==> src/hdl/cidaf_map.svh <==
// Register map, field positions, widths and reset values of the identifier acceptance filter.
`ifndef CIDAF_MAP_SVH
`define CIDAF_MAP_SVH

// =====================================================================
// Register indices; the byte address is four times the index.
`define CIDAF_IDX_W 8
`define CIDAF_WORD_LSB 2
`define CIDAF_IDX_CTRL 8'h00
`define CIDAF_IDX_STAT 8'h01
`define CIDAF_IDX_EV_STATUS 8'h02
`define CIDAF_IDX_EV_CLEAR 8'h03
`define CIDAF_IDX_EV_ENABLE 8'h04
`define CIDAF_IDX_RX_ID 8'h05
`define CIDAF_IDX_RX_DATA_LO 8'h06
`define CIDAF_IDX_RX_DATA_HI 8'h07
`define CIDAF_IDX_RX_INFO 8'h08
`define CIDAF_IDX_CODE0 8'h10
`define CIDAF_IDX_CODE3 8'h13
`define CIDAF_IDX_MASK0 8'h14
`define CIDAF_IDX_MASK3 8'h17
`define CIDAF_IDX_CODE4 8'h18
`define CIDAF_IDX_CODE7 8'h1B
`define CIDAF_IDX_MASK4 8'h1C
`define CIDAF_IDX_MASK7 8'h1F

// =====================================================================
// Fields, event bits and sizes.
`define CIDAF_CTRL_INIT_REQ 0
`define CIDAF_STAT_INIT_ACK 0
`define CIDAF_STAT_BUSY 1
`define CIDAF_EV_ACCEPT 0
`define CIDAF_EV_OVERRUN 1
`define CIDAF_EV_DROP 2
`define CIDAF_EV_W 3
`define CIDAF_BYTE_W 8
`define CIDAF_BANK_BYTES 4
`define CIDAF_STD_BYTES 2
`define CIDAF_NUM_BANK 2
`define CIDAF_NUM_ACC 8
`define CIDAF_ID_W 32
`define CIDAF_DATA_W 64
`define CIDAF_DLC_W 4
`define CIDAF_CODE_RST 8'h00
`define CIDAF_MASK_RST 8'h00
`define CIDAF_BG_SLOT 1'b0
`define CIDAF_HRESP_OKAY 1'b0
`define CIDAF_HTRANS_ACTIVE 1

`endif

==> src/hdl/cidaf_pkg.sv <==
// Types shared by the identifier acceptance filter modules.
`include "cidaf_map.svh"
package cidaf_pkg;

  // =====================================================================
  // Filter sequencer states, one-hot.
  typedef enum logic [2:0] {
    CIDAF_ST_IDLE = 3'h1,
    CIDAF_ST_READ = 3'h2,
    CIDAF_ST_CHECK = 3'h4
  } cidaf_state_e;

  // One received message as it sits in the receive buffer.
  typedef struct packed {
    logic ide;
    logic [`CIDAF_DLC_W-1:0] dlc;
    logic [`CIDAF_DATA_W-1:0] data;
    logic [`CIDAF_ID_W-1:0] id;
  } cidaf_msg_s;

  // Whole state of the top module.
  typedef struct packed {
    cidaf_state_e st;
    logic dph_valid;
    logic dph_write;
    logic [`CIDAF_IDX_W-1:0] dph_idx;
    logic [31:0] hrdata;
    logic init_req;
    logic init_ack;
    logic [`CIDAF_NUM_ACC-1:0][`CIDAF_BYTE_W-1:0] code;
    logic [`CIDAF_NUM_ACC-1:0][`CIDAF_BYTE_W-1:0] mask;
    logic [`CIDAF_EV_W-1:0] ev_status;
    logic [`CIDAF_EV_W-1:0] ev_enable;
    cidaf_msg_s fg;
    logic [`CIDAF_NUM_BANK-1:0] fg_bank;
    logic accept_pulse;
  } cidaf_regs_s;

endpackage

==> src/hdl/cidaf_top.sv <==
// Identifier acceptance filter with receive buffer, AHB-Lite registers and interrupt.
`timescale 1ns/1ps
`default_nettype none
`include "cidaf_map.svh"
module cidaf_top
  import cidaf_pkg::*;
#(
  parameter int BUF_DEPTH = 2
) (
  input wire logic i_sys_clk,
  input wire logic i_rst,
  // AHB-Lite slave port.
  input wire logic i_hsel,
  input wire logic [31:0] i_haddr,
  input wire logic [1:0] i_htrans,
  input wire logic i_hwrite,
  input wire logic [2:0] i_hsize,
  input wire logic [31:0] i_hwdata,
  input wire logic i_hready,
  output logic o_hreadyout,
  output logic o_hresp,
  output logic [31:0] o_hrdata,
  // Received frames from the protocol receive logic.
  input wire logic i_rx_valid,
  input wire logic [`CIDAF_ID_W-1:0] i_rx_id,
  input wire logic i_rx_ide,
  input wire logic [`CIDAF_DLC_W-1:0] i_rx_dlc,
  input wire logic [`CIDAF_DATA_W-1:0] i_rx_data,
  // Status towards the system.
  output logic o_irq,
  output logic o_init_mode,
  output logic o_rx_accept
);

  // =====================================================================
  // Local declarations.
  localparam int BUF_AW = (BUF_DEPTH > 1) ? $clog2(BUF_DEPTH) : 1;

  cidaf_regs_s state_reg;
  cidaf_regs_s state_next;

  cidaf_msg_s rx_msg;
  cidaf_msg_s bg_msg;
  logic filt_hit;
  logic [`CIDAF_NUM_BANK-1:0] filt_bank;
  logic addr_phase;
  logic [`CIDAF_IDX_W-1:0] addr_idx;
  logic [BUF_AW-1:0] bg_addr;

  // =====================================================================
  // Decoding of the acceptance code and mask register window.

  // Returns {hit, is_mask, bank, byte}; used by both the read and the write path.
  function automatic logic [4:0] acc_decode(input logic [`CIDAF_IDX_W-1:0] idx);
    logic [4:0] r;
    r = '0;
    if (idx >= `CIDAF_IDX_CODE0 && idx <= `CIDAF_IDX_CODE3) begin
      r = {2'h2, 1'b0, 2'(idx - `CIDAF_IDX_CODE0)};
    end else if (idx >= `CIDAF_IDX_MASK0 && idx <= `CIDAF_IDX_MASK3) begin
      r = {2'h3, 1'b0, 2'(idx - `CIDAF_IDX_MASK0)};
    end else if (idx >= `CIDAF_IDX_CODE4 && idx <= `CIDAF_IDX_CODE7) begin
      r = {2'h2, 1'b1, 2'(idx - `CIDAF_IDX_CODE4)};
    end else if (idx >= `CIDAF_IDX_MASK4 && idx <= `CIDAF_IDX_MASK7) begin
      r = {2'h3, 1'b1, 2'(idx - `CIDAF_IDX_MASK4)};
    end
    return r;
  endfunction

  // Read multiplexer over the current register contents.
  function automatic logic [31:0] read_mux(input cidaf_regs_s s, input logic [`CIDAF_IDX_W-1:0] idx);
    logic [31:0] v;
    logic [4:0] d;
    v = '0;
    d = acc_decode(idx);
    if (d[4]) begin
      // Acceptance bytes read back at any time, in or out of init mode.
      v[`CIDAF_BYTE_W-1:0] = d[3] ? s.mask[d[2:0]] : s.code[d[2:0]];
    end else begin
      case (idx)
        `CIDAF_IDX_CTRL: begin
          v[`CIDAF_CTRL_INIT_REQ] = s.init_req;
        end
        `CIDAF_IDX_STAT: begin
          v[`CIDAF_STAT_INIT_ACK] = s.init_ack;
          v[`CIDAF_STAT_BUSY] = (s.st != CIDAF_ST_IDLE);
        end
        `CIDAF_IDX_EV_STATUS: begin
          v[`CIDAF_EV_W-1:0] = s.ev_status;
        end
        `CIDAF_IDX_EV_ENABLE: begin
          v[`CIDAF_EV_W-1:0] = s.ev_enable;
        end
        `CIDAF_IDX_RX_ID: begin
          v = s.fg.id;
        end
        `CIDAF_IDX_RX_DATA_LO: begin
          v = s.fg.data[31:0];
        end
        `CIDAF_IDX_RX_DATA_HI: begin
          v = s.fg.data[63:32];
        end
        `CIDAF_IDX_RX_INFO: begin
          v = {23'h0, s.fg_bank, 2'h0, s.fg.ide, s.fg.dlc};
        end
        default: begin
          // Unmapped words and the write-only clear register read as zero.
          v = '0;
        end
      endcase
    end
    return v;
  endfunction

  // =====================================================================
  // Background receive buffer and comparison unit.

  // Pack the incoming frame into the buffer word.
  assign rx_msg.ide = i_rx_ide;
  assign rx_msg.dlc = i_rx_dlc;
  assign rx_msg.data = i_rx_data;
  assign rx_msg.id = i_rx_id;
  assign bg_addr = BUF_AW'(`CIDAF_BG_SLOT);

  // Every frame is stored first, whatever the verdict will be; a new frame simply overwrites the slot.
  cidaf_msg_buffer #(
    .W($bits(cidaf_msg_s)),
    .DEPTH(BUF_DEPTH),
    .AW(BUF_AW)
  ) u_buffer (
    .i_sys_clk(i_sys_clk),
    .i_rst(i_rst),
    .i_wr_en(i_rx_valid),
    .i_wr_addr(bg_addr),
    .i_wr_data(rx_msg),
    .i_rd_en(state_reg.st == CIDAF_ST_READ),
    .i_rd_addr(bg_addr),
    .o_rd_data(bg_msg)
  );

  // The stored message is judged, not the live input, so the verdict matches what software reads.
  cidaf_filter #(
    .NBANK(`CIDAF_NUM_BANK)
  ) u_filter (
    .i_id(bg_msg.id),
    .i_ide(bg_msg.ide),
    .i_code(state_reg.code),
    .i_mask(state_reg.mask),
    .o_hit(filt_hit),
    .o_bank_hit(filt_bank)
  );

  // =====================================================================
  // Bus address phase decode.
  assign addr_phase = i_hsel & i_hready & i_htrans[`CIDAF_HTRANS_ACTIVE];
  assign addr_idx = i_haddr[`CIDAF_WORD_LSB +: `CIDAF_IDX_W];

  // =====================================================================
  // Next-state logic for registers, events and the filter sequencer.
  always_comb begin
    logic [4:0] wd;
    logic [`CIDAF_EV_W-1:0] ev_set;
    logic wr_now;
    wd = '0;
    ev_set = '0;
    wr_now = 1'b0;
    state_next = state_reg;
    state_next.accept_pulse = 1'b0;

    // Capture the address phase; data phase follows with zero wait states.
    state_next.dph_valid = addr_phase;
    state_next.dph_write = i_hwrite;
    state_next.dph_idx = addr_idx;
    if (addr_phase && !i_hwrite) begin
      state_next.hrdata = read_mux(state_reg, addr_idx);
    end

    // Register writes land at the end of the data phase.
    wr_now = state_reg.dph_valid & state_reg.dph_write;
    wd = acc_decode(state_reg.dph_idx);
    if (wr_now) begin
      if (wd[4]) begin
        // Outside init mode the write is silently dropped.
        if (state_reg.init_req && state_reg.init_ack) begin
          if (wd[3]) begin
            state_next.mask[wd[2:0]] = i_hwdata[`CIDAF_BYTE_W-1:0];
          end else begin
            state_next.code[wd[2:0]] = i_hwdata[`CIDAF_BYTE_W-1:0];
          end
        end
      end else begin
        case (state_reg.dph_idx)
          `CIDAF_IDX_CTRL: begin
            state_next.init_req = i_hwdata[`CIDAF_CTRL_INIT_REQ];
          end
          `CIDAF_IDX_EV_CLEAR: begin
            state_next.ev_status = state_reg.ev_status & ~i_hwdata[`CIDAF_EV_W-1:0];
          end
          `CIDAF_IDX_EV_ENABLE: begin
            state_next.ev_enable = i_hwdata[`CIDAF_EV_W-1:0];
          end
          default: begin
          end
        endcase
      end
    end

    // Acknowledge follows the request only between frames, so init mode is never entered mid-decision.
    if (state_reg.st == CIDAF_ST_IDLE) begin
      state_next.init_ack = state_reg.init_req;
    end

    // Filter sequencer: read the background slot, then decide.
    case (state_reg.st)
      CIDAF_ST_IDLE: begin
        state_next.st = CIDAF_ST_IDLE;
      end
      CIDAF_ST_READ: begin
        state_next.st = CIDAF_ST_CHECK;
      end
      CIDAF_ST_CHECK: begin
        state_next.st = CIDAF_ST_IDLE;
        if (filt_hit) begin
          state_next.accept_pulse = 1'b1;
          // Full is judged after this cycle's clear, so a clear racing an accept never loses it.
          if (state_next.ev_status[`CIDAF_EV_ACCEPT]) begin
            ev_set[`CIDAF_EV_OVERRUN] = 1'b1;
          end else begin
            state_next.fg = bg_msg;
            state_next.fg_bank = filt_bank;
            ev_set[`CIDAF_EV_ACCEPT] = 1'b1;
          end
        end else begin
          // Rejected frames leave no trace for software beyond the drop event.
          ev_set[`CIDAF_EV_DROP] = 1'b1;
        end
      end
      default: begin
        state_next.st = CIDAF_ST_IDLE;
      end
    endcase

    // A new frame restarts the sequence; a frame not yet judged is overwritten unsignalled.
    if (i_rx_valid) begin
      state_next.st = CIDAF_ST_READ;
    end

    // Set wins over clear.
    state_next.ev_status = state_next.ev_status | ev_set;
  end

  // =====================================================================
  // State register.
  always_ff @(posedge i_sys_clk or posedge i_rst) begin
    if (i_rst) begin
      state_reg <= '0;
      state_reg.st <= CIDAF_ST_IDLE;
      state_reg.code <= {`CIDAF_NUM_ACC{`CIDAF_CODE_RST}};
      state_reg.mask <= {`CIDAF_NUM_ACC{`CIDAF_MASK_RST}};
    end else begin
      state_reg <= state_next;
    end
  end

  // =====================================================================
  // Outputs.

  // Zero wait states; every transfer is answered OKAY, unmapped ones included.
  assign o_hreadyout = 1'b1;
  assign o_hresp = `CIDAF_HRESP_OKAY;
  assign o_hrdata = state_reg.hrdata;

  // Interrupt is a level that stays high while any enabled event is pending.
  assign o_irq = |(state_reg.ev_status & state_reg.ev_enable);
  assign o_init_mode = state_reg.init_req & state_reg.init_ack;
  assign o_rx_accept = state_reg.accept_pulse;

endmodule
`default_nettype wire

==> src/hdl/cidaf_msg_buffer.sv <==
// Small message memory holding the background receive slot, read data registered.
`timescale 1ns/1ps
`default_nettype none
`include "cidaf_map.svh"
module cidaf_msg_buffer
  import cidaf_pkg::*;
#(
  parameter int W = 8,
  parameter int DEPTH = 2,
  parameter int AW = 1
) (
  input wire logic i_sys_clk,
  input wire logic i_rst,
  input wire logic i_wr_en,
  input wire logic [AW-1:0] i_wr_addr,
  input wire logic [W-1:0] i_wr_data,
  input wire logic i_rd_en,
  input wire logic [AW-1:0] i_rd_addr,
  output logic [W-1:0] o_rd_data
);

  typedef struct packed {
    logic [DEPTH-1:0][W-1:0] mem;
    logic [W-1:0] rdata;
  } cidaf_mem_s;

  cidaf_mem_s state_reg;
  cidaf_mem_s state_next;

  // A read in the cycle of a write returns the old word; the caller reads one cycle later.
  always_comb begin
    state_next = state_reg;
    if (i_wr_en) begin
      state_next.mem[i_wr_addr] = i_wr_data;
    end
    if (i_rd_en) begin
      state_next.rdata = state_reg.mem[i_rd_addr];
    end
  end

  // State register.
  always_ff @(posedge i_sys_clk or posedge i_rst) begin
    if (i_rst) begin
      state_reg <= '0;
    end else begin
      state_reg <= state_next;
    end
  end

  assign o_rd_data = state_reg.rdata;

endmodule
`default_nettype wire

==> src/hdl/cidaf_filter.sv <==
// Bit-wise identifier comparison against the acceptance code and mask banks.
`timescale 1ns/1ps
`default_nettype none
`include "cidaf_map.svh"
module cidaf_filter
  import cidaf_pkg::*;
#(
  parameter int NBANK = `CIDAF_NUM_BANK
) (
  input wire logic [`CIDAF_ID_W-1:0] i_id,
  input wire logic i_ide,
  input wire logic [NBANK*`CIDAF_BANK_BYTES-1:0][`CIDAF_BYTE_W-1:0] i_code,
  input wire logic [NBANK*`CIDAF_BANK_BYTES-1:0][`CIDAF_BYTE_W-1:0] i_mask,
  output logic o_hit,
  output logic [NBANK-1:0] o_bank_hit
);

  logic [NBANK-1:0][`CIDAF_BANK_BYTES-1:0] byte_ok;

  // A set mask bit means "don't care"; byte 0 is the top byte of the identifier word.
  genvar b;
  genvar k;
  generate
    for (b = 0; b < NBANK; b++) begin : g_bank
      for (k = 0; k < `CIDAF_BANK_BYTES; k++) begin : g_byte
        assign byte_ok[b][k] = ~|((i_id[(`CIDAF_BANK_BYTES-1-k)*`CIDAF_BYTE_W +: `CIDAF_BYTE_W]
                                   ^ i_code[b*`CIDAF_BANK_BYTES+k])
                                  & ~i_mask[b*`CIDAF_BANK_BYTES+k]);
      end
      // Standard frames ignore the last two bytes of the bank entirely.
      assign o_bank_hit[b] = i_ide ? &byte_ok[b] : &byte_ok[b][`CIDAF_STD_BYTES-1:0];
    end
  endgenerate

  // Either bank may accept the message.
  assign o_hit = |o_bank_hit;

endmodule
`default_nettype wire

==> config.mk <==
export PLATFORM = sky130hd
export DESIGN_NAME = cidaf_top
export DESIGN_NICKNAME = d
export VERILOG_FILES = /design/src/hdl/cidaf_pkg.sv /design/src/hdl/cidaf_top.sv /design/src/hdl/cidaf_msg_buffer.sv /design/src/hdl/cidaf_filter.sv
export VERILOG_INCLUDE_DIRS = /design/src /design/src/hdl
export SDC_FILE = /design/constraint.sdc
export NUM_CORES = 1
export LEC_CHECK = 0
export ABC_CLOCK_PERIOD_IN_PS = 43100
export BUFFER_PORTS_ARGS = -buffer_cell sky130_fd_sc_hd__buf_2
export CORE_MARGIN = 5
export CORE_UTILIZATION = 39
export CTS_BUF_LIST = sky130_fd_sc_hd__clkbuf_2 sky130_fd_sc_hd__clkbuf_4 sky130_fd_sc_hd__clkbuf_8
export CTS_CLUSTER_DIAMETER = 80
export DETAILED_ROUTE_END_ITERATION = 10
export PLACE_DENSITY = 0.53
export SKIP_CTS_REPAIR_TIMING = 1
export SYNTH_ARGS = -nofsm -noshare
export SYNTH_HDL_FRONTEND = slang
export SYNTH_SLANG_ARGS = --single-unit
==> constraint.sdc <==
create_clock -name i_sys_clk -period 43.1 [get_ports i_sys_clk]
set_input_delay 12.93 -clock i_sys_clk [delete_from_list [all_inputs] [get_ports i_sys_clk]]
set_output_delay 12.93 -clock i_sys_clk [all_outputs]
set_load 0.05 [all_outputs]
==> metrics.md <==
| Metric | Value |
|---|---|
| CTS H-tree lvls | 3 |
| Core box area | about 54,000 sq um |
| Maxcap violations | 0 |
| Fin Setup TNS | 0 ns |
| Syn Nets | between 1,500 and 2,000 |
| GPL Wtd Cong | just under 0.9 |
| GR Util All Layers | 18.8% |
| Number of flops mapped to enable cells by yosys | 0 |
| Clk_lat worst skew | about 0.65 ns |
| Critical path class | in2reg |
| Vias per cell | around 5.4 |
| Critical Path AT | about 16 ns |
| Worst slack at placement | between 20 and 30 ns |
| Register Area | roughly 12,000 sq um |
| Yosys Warn Count | 0 |
| Crit Reg-Reg Startpoint | u_buffer.o_rd_data[15] |
| Worst setup margin | 27.70 ns |
| Largest stage delay on the critical path | between 0.5 and 0.6 ns |
| Crit path launch type | input port |
| Worst VDD drop | 0.0000216 V |
| Global-route wire length before repair | a little under 90 mm |
| Detail Route Antenna Nets | 0 |
| Layout cell share with drive strength beyond 1 | between 40% and 50% |
| Min Tclk post-route | approximately 15 ns |
| Port Buffers | approximately 160 |
| Worst hold stages | 1 |
| Slew Limit Fails | 0 |
| Drt first pass iters | 5 |
| Unrepaired setup endpoints after global routing | no |
| Netlist Area Pre-Place | 21,200 sq um |
| Hold Vio Cnt, Final | 0 |
| Cell count after synthesis | between 1,500 and 2,000 |
| Leading area contributor after synthesis | dfrtp_1 |
| Most used cell, CP | buf_4 |
| WP depth | 9 |
| Final Skew | between 0.02 and 0.03 ns |
| Starting DRT DRC Count | around 860 |
| Die H | around 240 microns |
| Synth top area cells | dfrtp_1 57%, mux2_2 25%, xnor2_1 2.6%, nand2_1 1.4%, buf_4 1.3% |
| Row count | 85 |
| Relative slew margins | a little over a quarter |
| Static Leak | between 10 and 15 nW |
| Chain of cells forming the critical path | buf_2, buf_4, buf_4, nor2b_2, buf_4, a22o_1, a221o_1, nor4_1, nor2_1 |
| Wire per inst | 22.7 microns |
| Largest net degree at the start of global routing | roughly 170 |
| Clk sinks | 487 |
| FMAX | about 0.065 GHz |
| DP HPWL | between 30 and 40 mm |
| CTS Buf Count | 85 |
| Yosys top cell area share | a little under three fifths |
| Root buffer cell | clkbuf_8 |
| Combined area of the multi-input logic cells | around 8400 sq um |
| CP Max Fanout | 48 |
| Post-Route WL | about 56 mm |
| Layout Area Growth over Synthesis | 13.8% |
| Asr flop ratio synth | between 90% and 100% |
| Top Family by Delay on Critical Path | buffers and inverters |
| Syn_area_per_cell | 13.7 sq um |
| Vias | ~13,000 |
| Vias in the first global route | roughly 14,000 |
| Antenna violations before repair | 4 |
| Worst Tran Pin Value | 1.10 ns |
| Period utilisation layout | between 30% and 40% |
| Min-delay src | state_reg[2] |
| Die W | 243 microns |
| Kind of end point of the critical path | flip-flop |
| Clock slew at reported path FFs | ~0.06 ns |
| Crit path buffers/inverters | 4 |
| Crit path required time | 43.60 ns |
| Utilization after layout | between 40% and 50% |
| CTS max path bufs | 3 |
| Reg2Reg Depth | 9 |
| Top_reg_cell synth | dfrtp_1 |
| HP Class | reg2reg |
| Post-synth cell types | 58 |
| Fill cell count | 4,926 |
| Final setup vio count | 0 |
| Worst path slowest cell | buf_4 |
| Outcome | finished, final reports clean |
| IO Pins | between 200 and 250 |
| CTS tree | built |
| Grt ovf | 0 |
| Number of synthesized register bits | between 400 and 500 |
| Starting Density | 39.4% |
| Number of nets in the layout | 1,871 |
| Die ar. | 59,200 sq um |
| DRC | 0 |
| Max reg flops | around 250 |
| Power Dens Cells | about 44 nW/um^2 |
| Seq/Total Area, Yosys | 57.4% |
| Start point of the critical path | i_haddr[2] |
[cells in the final DEF, fill, tap and decap left out, drive strengths merged, types with 11 or more instances in the layout]
cell type / n
o22ai: 42
clkbuf: 139
o21ai: 49
a22oi: 31
nor2b: 11
nor2: 40
mux2: 469
buf: 175
nor4: 12
nor3: 11
a21oi: 24
a211oi: 11
nand2: 77
nand3: 11
dfrtp: 486
xnor2: 64
mux2i: 18
[report_power, final]
group | switching [mW] | leakage, nW | internal, mW
sequential | 0.0332 | 6.26 | 0.492
clock | 0.185 | 0.944 | 0.251
combinational | 0.0512 | 3.80 | 0.0488
[cell usage after synthesis (all sizes together), types with 2 or more instances]
| master | instances |
|---|---|
| a21o | 2 |
| and2 | 6 |
| a211oi | 11 |
| o21ai | 49 |
| clkbuf | 48 |
| nor4 | 12 |
| mux4 | 5 |
| nor4b | 2 |
| nor2 | 40 |
| a22oi | 31 |
| nor2b | 11 |
| xnor2 | 64 |
| nor3b | 4 |
| o32a | 2 |
| mux2 | 469 |
| a21oi | 24 |
| nand4 | 2 |
| nor3 | 11 |
| conb | 2 |
| and3 | 3 |
| nand3 | 11 |
| mux2i | 18 |
| nand2b | 5 |
| buf | 70 |
| o32ai | 2 |
| a21boi | 2 |
| o22ai | 42 |
| o221ai | 6 |
| dfrtp | 486 |
| a31oi | 6 |
| a311oi | 7 |
| inv | 7 |
| nand2 | 77 |
[worst paths after layout]
path                       slack, ns                       to
max in group asynchronous      28.45  u_buffer.state_reg[136]
max reg2reg                    39.56            state_reg[89]
min in group asynchronous      12.43  u_buffer.state_reg[118]
min                             0.49             state_reg[2]
max                            27.70              o_hrdata[7]
min reg2reg                     0.49             state_reg[2]
[metal layers]
metal	GRT usage [%]	wire length, microns
met2	28.5	25300
met4	6.93	1860
met3	3.76	2690
met5	0	13
met1	26.9	25900
[worst register-to-register path, stage by stage, from the launching register on]
cell and delay, ns:
dfrtp_1 0.46, xnor2_1 0.37, o22ai_1 0.12, nor4_1 0.53, a21boi_0 0.24, nor3_1 0.41
nor2_4 0.06, buf_4 0.31, buf_4 0.47, mux2_2 0.45
[cells by family after synthesis]
| family | synth area share, % |
|---|---|
| buf+inv | 3.34 |
| compound gates | 5.90 |
| other cells | 0.0354 |
| flops | 57.4 |
| xor+xnor | 2.64 |
| simple gates | 4.45 |
| mux | 26.2 |
[area by class of cell]
| cell class | instances | area share [%] |
|---|---|---|
| clock buffer | 139 | 7.14 |
| multi-input combinational | 939 | 34.6 |
| inverter | 7 | 0.140 |
| clock inverter | 7 | 0.207 |
| antenna | 1 | 0.0104 |
| tap | 696 | 3.60 |
| sequential | 487 | 50.4 |
| timing repair buffer | 175 | 3.86 |
[metrics by stage]
step	area, sq um	hold slack (ns)	std cells	power [mW]
global placement	22400	0.468	2304	0.634
finish	24200	0.487	2451	1.06
global route	24200	0.500	2451	1.11
CTS	24200	0.489	2450	1.08
floorplan	21200	0.450	1551	0.594
detailed placement	22400	0.475	2304	0.636
Note: power is estimated with default switching activity, not from simulation.
